**src/design/hidss_consts.vh**
```
`ifndef HIDSS_CONSTS_VH
`define HIDSS_CONSTS_VH
// ==========================================
// Interface mode codes
`define HIDSS_MODE_NONE 3'h0
`define HIDSS_MODE_SEP_DED 3'h1
`define HIDSS_MODE_SEP_MUX 3'h2
`define HIDSS_MODE_COM_DED 3'h3
`define HIDSS_MODE_COM_MUX 3'h4
`define HIDSS_MODE_HSHAKE 3'h5
`define HIDSS_MODE_SPI 3'h6
// ==========================================
// SPI byte fields
`define HIDSS_SPI_RW_BIT 7
`define HIDSS_SPI_ADDR_HI 6
`define HIDSS_SPI_ADDR_LO 1
// ==========================================
// Reset values
`define HIDSS_ADDR_RST 6'h00
`define HIDSS_DATA_RST 8'h00
// ==========================================
// Reset phase length in ns and in cycles at 25 MHz
`define HIDSS_RESET_PHASE_NS 400
`define HIDSS_CLK_PERIOD_NS 40
`define HIDSS_RESET_PHASE_CYC ((`HIDSS_RESET_PHASE_NS + `HIDSS_CLK_PERIOD_NS - 1) / `HIDSS_CLK_PERIOD_NS)
`endif

```
**src/design/hidss_spi_shift.v**
```verilog
`timescale 1ns/1ps
`default_nettype none
`include "hidss_consts.vh"
// ==========================================
// SPI byte engine, mode 0, MSB first
module hidss_spi_shift (
  // Clock and reset
  input wire clk_sys,
  input wire reset,
  // Synchronised SPI pins and enable
  input wire enable,
  input wire ss_n,
  input wire sck,
  input wire mosi,
  // Read data for the address last sent
  input wire [7:0] rd_data,
  // Outputs
  output reg miso,
  output reg [5:0] reg_addr,
  output reg [7:0] wr_data,
  output reg wr_stb,
  output reg rd_stb
);
  reg sck_d;
  reg [2:0] bit_cnt;
  reg [7:0] shift_in;
  reg [7:0] shift_out;
  reg first;
  reg rd_mode;
  wire [7:0] next_byte;
  wire active;
  assign next_byte = {shift_in[6:0], mosi};
  assign active = enable & ~ss_n;
  // Frame, bit and byte handling
  always @(posedge clk_sys) begin
    wr_stb <= 1'b0;
    rd_stb <= 1'b0;
    sck_d <= sck;
    if (reset) begin
      sck_d <= 1'b0;
      bit_cnt <= 3'h0;
      shift_in <= `HIDSS_DATA_RST;
      shift_out <= `HIDSS_DATA_RST;
      first <= 1'b1;
      rd_mode <= 1'b0;
      miso <= 1'b0;
      reg_addr <= `HIDSS_ADDR_RST;
      wr_data <= `HIDSS_DATA_RST;
    end else if (!active) begin
      bit_cnt <= 3'h0;
      first <= 1'b1;
      shift_out <= `HIDSS_DATA_RST;
      miso <= 1'b0;
    end else if (sck & ~sck_d) begin
      // Rising edge samples MOSI
      shift_in <= next_byte;
      bit_cnt <= bit_cnt + 3'h1;
      if (bit_cnt == 3'h7) begin
        if (first) begin
          first <= 1'b0;
          rd_mode <= next_byte[`HIDSS_SPI_RW_BIT];
          reg_addr <= next_byte[`HIDSS_SPI_ADDR_HI:`HIDSS_SPI_ADDR_LO];
          rd_stb <= next_byte[`HIDSS_SPI_RW_BIT];
        end else if (rd_mode) begin
          // Next address taken; end byte of zeros leaves address unchanged
          if (next_byte != 8'h00) begin
            reg_addr <= next_byte[`HIDSS_SPI_ADDR_HI:`HIDSS_SPI_ADDR_LO];
            rd_stb <= 1'b1;
          end
        end else begin
          wr_data <= next_byte;
          wr_stb <= 1'b1;
        end
      end
    end else if (~sck & sck_d) begin
      // Falling edge presents next bit
      if (bit_cnt == 3'h0) begin
        miso <= rd_mode & ~first & rd_data[7];
        shift_out <= {rd_data[6:0], 1'b0};
      end else begin
        miso <= shift_out[7];
        shift_out <= {shift_out[6:0], 1'b0};
      end
    end
  end
endmodule // hidss_spi_shift
`default_nettype wire

```
**src/design/hidss_top.v**
```verilog
`timescale 1ns/1ps
`default_nettype none
`include "hidss_consts.vh"
module hidss_top (
  // Clock and reset
  input wire clk_sys,
  input wire reset,
  input wire reset_powerdown_in,
  // Control pins
  input wire addr_latch,
  input wire addr_line_2,
  input wire addr_line_1,
  input wire addr_line_0_in,
  input wire read_strobe_n,
  input wire write_strobe_n,
  input wire chip_sel_n,
  // Address/data bus pins
  input wire [7:0] muxed_addr_data_bus_in,
  // Register read data from the core
  input wire [7:0] reg_rd_data,
  // Pin outputs
  output reg addr_line_0_out,
  output reg addr_line_0_oe,
  output reg miso_out,
  // Core side
  output reg [2:0] host_mode,
  output reg detect_done,
  output reg [5:0] reg_addr,
  output reg [7:0] reg_wr_data,
  output reg reg_wr_stb,
  output reg reg_rd_stb
);
  // Detection states
  localparam ST_RESET = 2'h0;
  localparam ST_PHASE = 2'h1;
  localparam ST_DETECT = 2'h2;
  localparam ST_FIXED = 2'h3;
  // Phase length from the 32-bit define, cut on purpose to the counter width
  localparam [31:0] PHASE_CYC_W = `HIDSS_RESET_PHASE_CYC;
  localparam [7:0] PHASE_CYC = PHASE_CYC_W[7:0];
  localparam NPIN = 16;
  // ==========================================
  // Two-flop synchronisers for every pin
  wire [NPIN-1:0] pin_raw;
  reg [NPIN-1:0] sync_a;
  reg [NPIN-1:0] sync_b;
  assign pin_raw = {reset_powerdown_in, addr_latch, addr_line_2, addr_line_1, addr_line_0_in,
    read_strobe_n, write_strobe_n, chip_sel_n, muxed_addr_data_bus_in};
  genvar gi;
  generate
    for (gi = 0; gi < NPIN; gi = gi + 1) begin : g_sync
      always @(posedge clk_sys) begin
        if (reset) begin
          sync_a[gi] <= 1'b0;
          sync_b[gi] <= 1'b0;
        end else begin
          sync_a[gi] <= pin_raw[gi];
          sync_b[gi] <= sync_a[gi];
        end
      end
    end
  endgenerate
  // Synchronised pin views
  wire s_reset_powerdown_in = sync_b[15];
  wire s_ale = sync_b[14];
  wire s_a2 = sync_b[13];
  wire s_a1 = sync_b[12];
  wire s_a0 = sync_b[11];
  wire s_rd_n = sync_b[10];
  wire s_wr_n = sync_b[9];
  wire s_cs_n = sync_b[8];
  wire [7:0] s_bus = sync_b[7:0];
  // ==========================================
  // Reset phase and detection state machine
  reg [1:0] state;
  reg [7:0] phase_cnt;
  reg reset_powerdown_in_d;
  reg ale_d;
  wire reset_powerdown_in_fall = reset_powerdown_in_d & ~s_reset_powerdown_in;
  always @(posedge clk_sys) begin
    reset_powerdown_in_d <= s_reset_powerdown_in;
    ale_d <= s_ale;
    if (reset) begin
      state <= ST_RESET;
      phase_cnt <= 8'h00;
      host_mode <= `HIDSS_MODE_NONE;
      detect_done <= 1'b0;
      reset_powerdown_in_d <= 1'b0;
      ale_d <= 1'b0;
    end else if (reset_powerdown_in_fall) begin
      // Hard reset restarts the phase
      state <= ST_PHASE;
      phase_cnt <= 8'h00;
      host_mode <= `HIDSS_MODE_NONE;
      detect_done <= 1'b0;
    end else begin
      case (state)
        ST_RESET: begin
          if (!s_reset_powerdown_in) begin
            state <= ST_PHASE;
            phase_cnt <= 8'h00;
          end
        end
        ST_PHASE: begin
          if (s_reset_powerdown_in) begin
            state <= ST_RESET;
          end else if (phase_cnt == PHASE_CYC - 8'h01) begin
            state <= ST_DETECT;
          end else begin
            phase_cnt <= phase_cnt + 8'h01;
          end
        end
        ST_DETECT: begin
          // Decide from strap levels; handshake mode also needs an ALE falling edge
          if (!s_ale & !s_a1 & !s_cs_n & s_rd_n & s_wr_n) begin
            host_mode <= `HIDSS_MODE_SPI;
            state <= ST_FIXED;
          end else if (s_a2 & s_a1 & ale_d & !s_ale) begin
            host_mode <= `HIDSS_MODE_HSHAKE;
            state <= ST_FIXED;
          end else if (!s_a2 & s_a1 & s_a0 & s_ale) begin
            host_mode <= `HIDSS_MODE_SEP_MUX;
            state <= ST_FIXED;
          end else if (!s_a2 & s_a1 & !s_a0 & s_ale) begin
            host_mode <= `HIDSS_MODE_COM_MUX;
            state <= ST_FIXED;
          end else if (s_ale & !s_rd_n & s_wr_n & !s_cs_n) begin
            host_mode <= `HIDSS_MODE_SEP_DED;
            state <= ST_FIXED;
          end else if (s_ale & !s_rd_n & !s_cs_n) begin
            host_mode <= `HIDSS_MODE_COM_DED;
            state <= ST_FIXED;
          end
        end
        default: begin
          detect_done <= 1'b1;
        end
      endcase
    end
  end
  // ==========================================
  // SPI engine
  wire spi_miso;
  wire [5:0] spi_addr;
  wire [7:0] spi_wdata;
  wire spi_wstb;
  wire spi_rstb;
  hidss_spi_shift u_spi (
    .clk_sys(clk_sys),
    .reset(reset),
    .enable(host_mode == `HIDSS_MODE_SPI),
    .ss_n(s_ale),
    .sck(s_a2),
    .mosi(s_a0),
    .rd_data(reg_rd_data),
    .miso(spi_miso),
    .reg_addr(spi_addr),
    .wr_data(spi_wdata),
    .wr_stb(spi_wstb),
    .rd_stb(spi_rstb)
  );
  // ==========================================
  // Parallel address latch, handshake wait and output muxing
  wire is_mux = (host_mode == `HIDSS_MODE_SEP_MUX) | (host_mode == `HIDSS_MODE_COM_MUX);
  wire is_hs = (host_mode == `HIDSS_MODE_HSHAKE);
  wire hs_strobe = ~s_rd_n & ~s_cs_n;
  always @(posedge clk_sys) begin
    if (reset) begin
      addr_line_0_out <= 1'b1;
      addr_line_0_oe <= 1'b0;
      miso_out <= 1'b0;
      reg_addr <= `HIDSS_ADDR_RST;
      reg_wr_data <= `HIDSS_DATA_RST;
      reg_wr_stb <= 1'b0;
      reg_rd_stb <= 1'b0;
    end else begin
      reg_wr_stb <= 1'b0;
      reg_rd_stb <= 1'b0;
      miso_out <= spi_miso;
      addr_line_0_oe <= is_hs;
      addr_line_0_out <= ~(is_hs & (~s_ale | hs_strobe));
      if (host_mode == `HIDSS_MODE_SPI) begin
        reg_addr <= spi_addr;
        reg_wr_data <= spi_wdata;
        reg_wr_stb <= spi_wstb;
        reg_rd_stb <= spi_rstb;
      end else if (is_mux & s_ale) begin
        reg_addr <= s_bus[5:0];
      end else if (is_hs & ~s_ale) begin
        // Address write only; read-address cycle not decoded
        if (!s_wr_n) begin
          reg_addr <= s_bus[5:0];
        end
      end else if (is_hs & hs_strobe & s_ale & !s_wr_n) begin
        reg_wr_data <= s_bus;
        reg_wr_stb <= 1'b1;
      end
    end
  end
endmodule // hidss_top
`default_nettype wire

```
**config.mk**
```make
export PLATFORM = sky130hd
export DESIGN_NAME = hidss_top
export DESIGN_NICKNAME = d
export VERILOG_FILES = /design/src/design/hidss_spi_shift.v /design/src/design/hidss_top.v
export VERILOG_INCLUDE_DIRS = /design/src /design/src/design
export SDC_FILE = /design/constraint.sdc
export NUM_CORES = 1
export LEC_CHECK = 0
export BUFFER_PORTS_ARGS = -buffer_cell sky130_fd_sc_hd__buf_2
export CAP_MARGIN = 0
export CORE_UTILIZATION = 45
export CTS_BUF_LIST = sky130_fd_sc_hd__clkbuf_4
export CTS_CLUSTER_SIZE = 12
export DETAILED_ROUTE_END_ITERATION = 8
export GPL_TIMING_DRIVEN = 0
export PLACE_DENSITY = 0.61
export SKIP_CTS_REPAIR_TIMING = 1
export SYNTH_ARGS = -nofsm -noshare
export SYNTH_HDL_FRONTEND = slang
export SYNTH_SLANG_ARGS = --single-unit
export TNS_END_PERCENT = 1
```
**constraint.sdc**
```tcl
create_clock -name clk_sys -period 2 [get_ports clk_sys]
set_input_delay 0.2 -clock clk_sys [delete_from_list [all_inputs] [get_ports clk_sys]]
set_output_delay 0.2 -clock clk_sys [all_outputs]
set_load 0.02 [all_outputs]
```
# == After elaboration in Yosys (flattened, before gate mapping) ==
# Index checks and enable logic that the tools add are counted.
# word_totals
reg_bits,105
out_inout_bits,23
in_bits,26
word_cells,200
# classes
bitwise,44
eq_ne,19
n_reduce_logical,36
addsub,2
n_mux,42
# op_table
op,n
8-bit two-way mux,8
6-bit two-way mux,7
1-bit AND,29
2-bit two-way mux,9
3-bit two-way mux,6
8-bit case mux with 2 select lines,1
4-bit AND reduction,4
1-bit inverter,13
"3-bit equality test, second input constant",4
1-bit two-way mux,10
2-bit AND reduction,5
5-bit AND reduction,2
"8-bit by 1-bit adder with 8-bit output, second input constant",1
"8-bit by 4-bit equality test with 1-bit output, second input constant",1
"8-bit inequality test, second input constant",1
2-bit nonzero test,4
8-bit nonzero test,1
1-bit logical NOT,7
"7-bit inequality test, second input constant",1
"2-bit inequality test, second input constant",3
"3-bit inequality test, second input constant",2
2-bit case mux with 3 select lines,1
3-bit nonzero test,2
6-bit nonzero test,1
other kinds (16),20

# == Longest topological paths before layout ==
# logic_depth
word_depth,11
depth_mapped,7
mapped_depth_nobuf,7

# == Hierarchy ==
# From an unflattened synthesis, not the netlist that was laid out.
# hier_totals
hier_cells,423
area_unflattened_um2,4165.2
# modules_own_cells
module,cells_per_inst,instances,area_per_inst_um2,seq_area_each_um2
hidss_top,269,1,2617.5,1341.3
hidss_spi_shift,154,1,1547.7,740.7

# == Worst setup path after synthesis ==
# No wires, ideal clock.
# synth_path
path_kind,register -> register
startpoint,register state[0]
endpoint,register phase_cnt[5]
setup_time_ps,120
t_arrival_ps,1485
slack_ps,396
stages_incl_launch_ff,8
path_buffers,0
t_required_ps,1880
period_less_slack_ps,1604
path_cell_list,dfxtp_1 inv_1 ha_1 nor2_1 nor4b_1 nand3_1 xor2_1 nor2_1
# synth_between
elab_chain_cells,3
elab_cells_between_ends,8
classes_between,eq/ne (4); mux (1); reduce/logical (3)
# synth_rtl
item,line,rtl
from (decl),hidss_top.v:75,reg [1:0] state;
from (signal assigned),hidss_top.v:84,state <= ST_RESET;
from (signal assigned),hidss_top.v:92,state <= ST_PHASE;
from (signal assigned),hidss_top.v:100,state <= ST_PHASE;
2-bit by 1-bit equality test with 1-bit output or 2-bit logical NOT (tied branches),hidss_top.v:97,case (state)
2-bit inequality test (no line) or 2-bit nonzero test (tied branches),n/a,
4-bit AND reduction (no line),n/a,
to (signal assigned),hidss_top.v:110,phase_cnt <= phase_cnt + 8'h01;
to (decl),hidss_top.v:76,reg [7:0] phase_cnt;
# Several ways; a longest one is shown, not always the timed one.
# A chain may end at the register's enable or synchronous reset.

# == Worst setup path in the final report ==
# layout_path
startpoint,register phase_cnt[1]
endpoint,register state[0]
# layout_between
elab_chain_cells,3
# layout_rtl
item,line,rtl
8-bit by 4-bit equality test with 1-bit output,hidss_top.v:107,end else if (phase_cnt == PHASE_CYC - 8'h01) begin
4-bit inequality test (no line),n/a,
4-bit AND reduction (no line),n/a,
to (signal assigned),hidss_top.v:106,state <= ST_RESET;
to (signal assigned),hidss_top.v:108,state <= ST_DETECT;
to (signal assigned),hidss_top.v:117,state <= ST_FIXED;
# No other way between the ends.

==> impl_metrics.json <==
{
  "cts_tree": "yes",
  "pwr-share-seq_pct": 56.4,
  "clk-insertion-delay-late_ns": 0.44,
  "worstSetupPathType": "flip-flop to flip-flop",
  "overflow": 0,
  "antenna_found_initial": 0,
  "grt_pass1_vias": 2772,
  "clock.fmax_mhz": 555,
  "multi_input_area_um2": 1830,
  "critPathMaxFanout": 5,
  "slew-limit-headroom_pct": 63.5,
  "hold_path_depth": 3,
  "drc": 0,
  "clock_sinks": 104,
  "critPathRequiredTime_ns": 2.35,
  "post-route-min-period_ns": 1.80,
  "synth_top_area_share_pct": 51.5,
  "yosysTopAreaCell": "dfxtp_1",
  "synth_ff_type": "dfxtp_1",
  "synth_cell_types": 49,
  "routed_wirelength_um": 7990,
  "floorplan.initialDensity_pct": 46.3,
  "hold_path.class": "primary input to flip-flop",
  "nets": 521,
  "status": "completed",
  "grt_max_degree": 17,
  "p_int_uw": 2950,
  "syn-mean-instance-area_um2": 9.85,
  "ys_ff_latch": 104,
  "placed_cell_area_um2": 4410,
  "fill_cells": 804,
  "die_w_um": 96.7,
  "p_leak_uw": 0.00212,
  "p_sw_uw": 903,
  "tightestPinTransition_ns": 0.548,
  "die-area_um2": 9360,
  "holdPathEnd": "u_spi.shift_out[1]",
  "num_rows": 34,
  "areaGrowthSynthToFinish_pct": 17.8,
  "htree_levels": 3,
  "fin_area_um2": 4760,
  "vias": 3004,
  "cp.arrival_ns": 2.15,
  "setup_tns_ns": 0,
  "rr_startpoint": "phase_cnt[1]",
  "p_per_area_nw_per_um2": 810,
  "synth_seq_area_share_pct": 51.5,
  "clockRootBuffer": "clkbuf_4",
  "final_cell_mix": "dfxtp_1, buf_2, nor2_1, nor2b_1, nand2_1",
  "first_pass_iters": 6,
  "yosysWarnings": 0,
  "final_common_cell": "dfxtp_1",
  "seqCellArea_um2": 2080,
  "io_pins": 49,
  "cts_buffer_depth": 2,
  "async_flop_share_pct": 0,
  "drt_iter0_drc": 108,
  "port_buffers": 48,
  "synth_area_leaders": "dfxtp_1, mux2i_1, nor2b_1, nor2_1, nand2_1",
  "grt_use_total_pct": 17.4,
  "clk_pin_slew_ns": 0.15,
  "synth_edf_count": 0,
  "hpwl_um": 5670,
  "critPathLaunchType": "flip-flop",
  "die_h_um": 96.7,
  "maxCapViolations": 0,
  "synth_cells": 410,
  "fin_skew_ns": 0.0172,
  "final_hold_viol_count": 0,
  "drive_above_1_share_pct": 17.6,
  "synthesis.area_um2": 4040,
  "vias_per_cell": 5.03,
  "num_antenna_cells": 0,
  "gp_congestion": 0.846,
  "reg2regPathDepth": 7,
  "fin_crit_sh_pct": 90.1,
  "peakVddDrop_mv": 0.525,
  "grt_pass1_wl_um": 13100,
  "sw_frac_of_total_pct": 23.4,
  "core_um2": 8720,
  "setup_viol": 0,
  "syn-num-nets": 446,
  "drv_slew": 0,
  "pwr-share-comb_pct": 10.6,
  "cts_buffers": 9,
  "clkPwrFrac_pct": 33.0,
  "r2r_end": "state[0]",
  "ant_nets": 0,
  "end_kind": "flip-flop",
  "wl_per_cell_um": 13.4,
  "rsz0062_at_grt": "no",
  "min_from": "reg_rd_data[0]",
  "reg2reg_slack_ns": 0.20
}
-- Yosys cell counts (all sizes together) (2+ instances only) --
| master | n |
|---|---|
| o21ai | 4 |
| a31oi | 3 |
| nand3 | 6 |
| nor2b | 40 |
| xnor2 | 2 |
| clkbuf | 11 |
| nor3b | 2 |
| a22oi | 2 |
| nor3 | 9 |
| a211oi | 8 |
| ha | 10 |
| nor4 | 2 |
| nand4b | 2 |
| or3 | 2 |
| mux2 | 8 |
| mux2i | 27 |
| nand3b | 3 |
| xor2 | 5 |
| nor2 | 52 |
| dfxtp | 104 |
| nor4b | 2 |
| a21oi | 17 |
| buf | 6 |
| nand2b | 8 |
| a21o | 3 |
| inv | 15 |
| a222oi | 6 |
| nand2 | 35 |
| and3 | 3 |
-- final cells by class --
| class | instances | share of cell area, % |
|---|---|---|
| buffer | 17 | 1.58 |
| clock buffer | 9 | 1.42 |
| clock inverter | 6 | 2.26 |
| inverter | 15 | 1.18 |
| multi-input combinational | 274 | 38.5 |
| sequential | 104 | 43.8 |
| tap | 108 | 2.84 |
| timing repair buffer | 64 | 8.42 |
-- how the worst max path moves through the flow --
stage,startpoint,to,slack [ns],depth (start not counted)
after global routing,phase_cnt[1],state[0],0.01,7
after detailed placement,state[0],phase_cnt[5],0.14,7
after global placement,state[0],phase_cnt[7],0.15,7
final,phase_cnt[1],state[0],0.20,7
after floorplan,state[0],phase_cnt[5],0.40,7
after CTS,state[0],phase_cnt[7],0.06,7
-- stage by stage --
stage          power (µW)  hold WS, ns  instances  setup WS, ns  utilization (%)
2_1_floorplan        2500        0.328        410         0.396                -
3_3_place_gp         2590        0.408        566         0.147             50.6
3_5_place_dp         2600        0.412        566         0.136             50.6
4_1_cts              3880      -0.0727        581        0.0610             52.6
5_1_grt              4040      0.00526        597        0.0113             54.5
6_report             3850      0.00787        597         0.198             54.5
-- state kept, by name, indices dropped and copies added (netlist names), 2 cells and up --
name	count
sync_a	16
phase_cnt	8
reg_wr_data	8
s_bus	8
u_spi.wr_data	8
u_spi.shift_in	7
u_spi.shift_out	7
reg_addr	6
u_spi.reg_addr	6
host_mode	3
u_spi.bit_cnt	3
state	2
-- kinds of logic (layout without fill, tap and decap cells) --
| group | Yosys count | count (layout) | share of synthesized area [%] |
|---|---|---|---|
| XOR/XNOR | 7 | 7 | 1.52 |
| AND/OR/NAND/NOR | 172 | 172 | 22.7 |
| buffers and inverters | 32 | 111 | 3.25 |
| flip-flops | 104 | 104 | 51.5 |
| adder cells (fa/ha/maj) | 11 | 11 | 3.38 |
| AO/OA/AOI/OAI | 49 | 49 | 8.64 |
| multiplexers | 35 | 35 | 8.92 |
-- power by group through the flow --
stage | registers (µW) | clock network [µW] | logic (µW)
floorplan | 2210 | 0 | 290
global placement | 2210 | 0 | 375
detailed placement | 2220 | 0 | 382
CTS | 2170 | 1320 | 390
global route | 2180 | 1390 | 463
finish | 2170 | 1270 | 409
-- worst max-delay path, stage by stage, from the launching register on --
cell,delay (ns)
dfxtp_1,0.40
inv_1,0.05
ha_1,0.18
nor4b_2,0.15
a31oi_1,0.45
a21o_1,0.21
nor3_1,0.06
a211oi_1,0.22
-- per-layer routing --
metal	vias to the layer above	track usage [%]	wire [µm]
met2	48	30.1	3870
met4	0	4.13	73
met5	-	0	0
met3	7	4.70	261
met1	1409	21.5	3780
li1	1540	-	-
No activity file was read; power rests on OpenSTA's default activity.
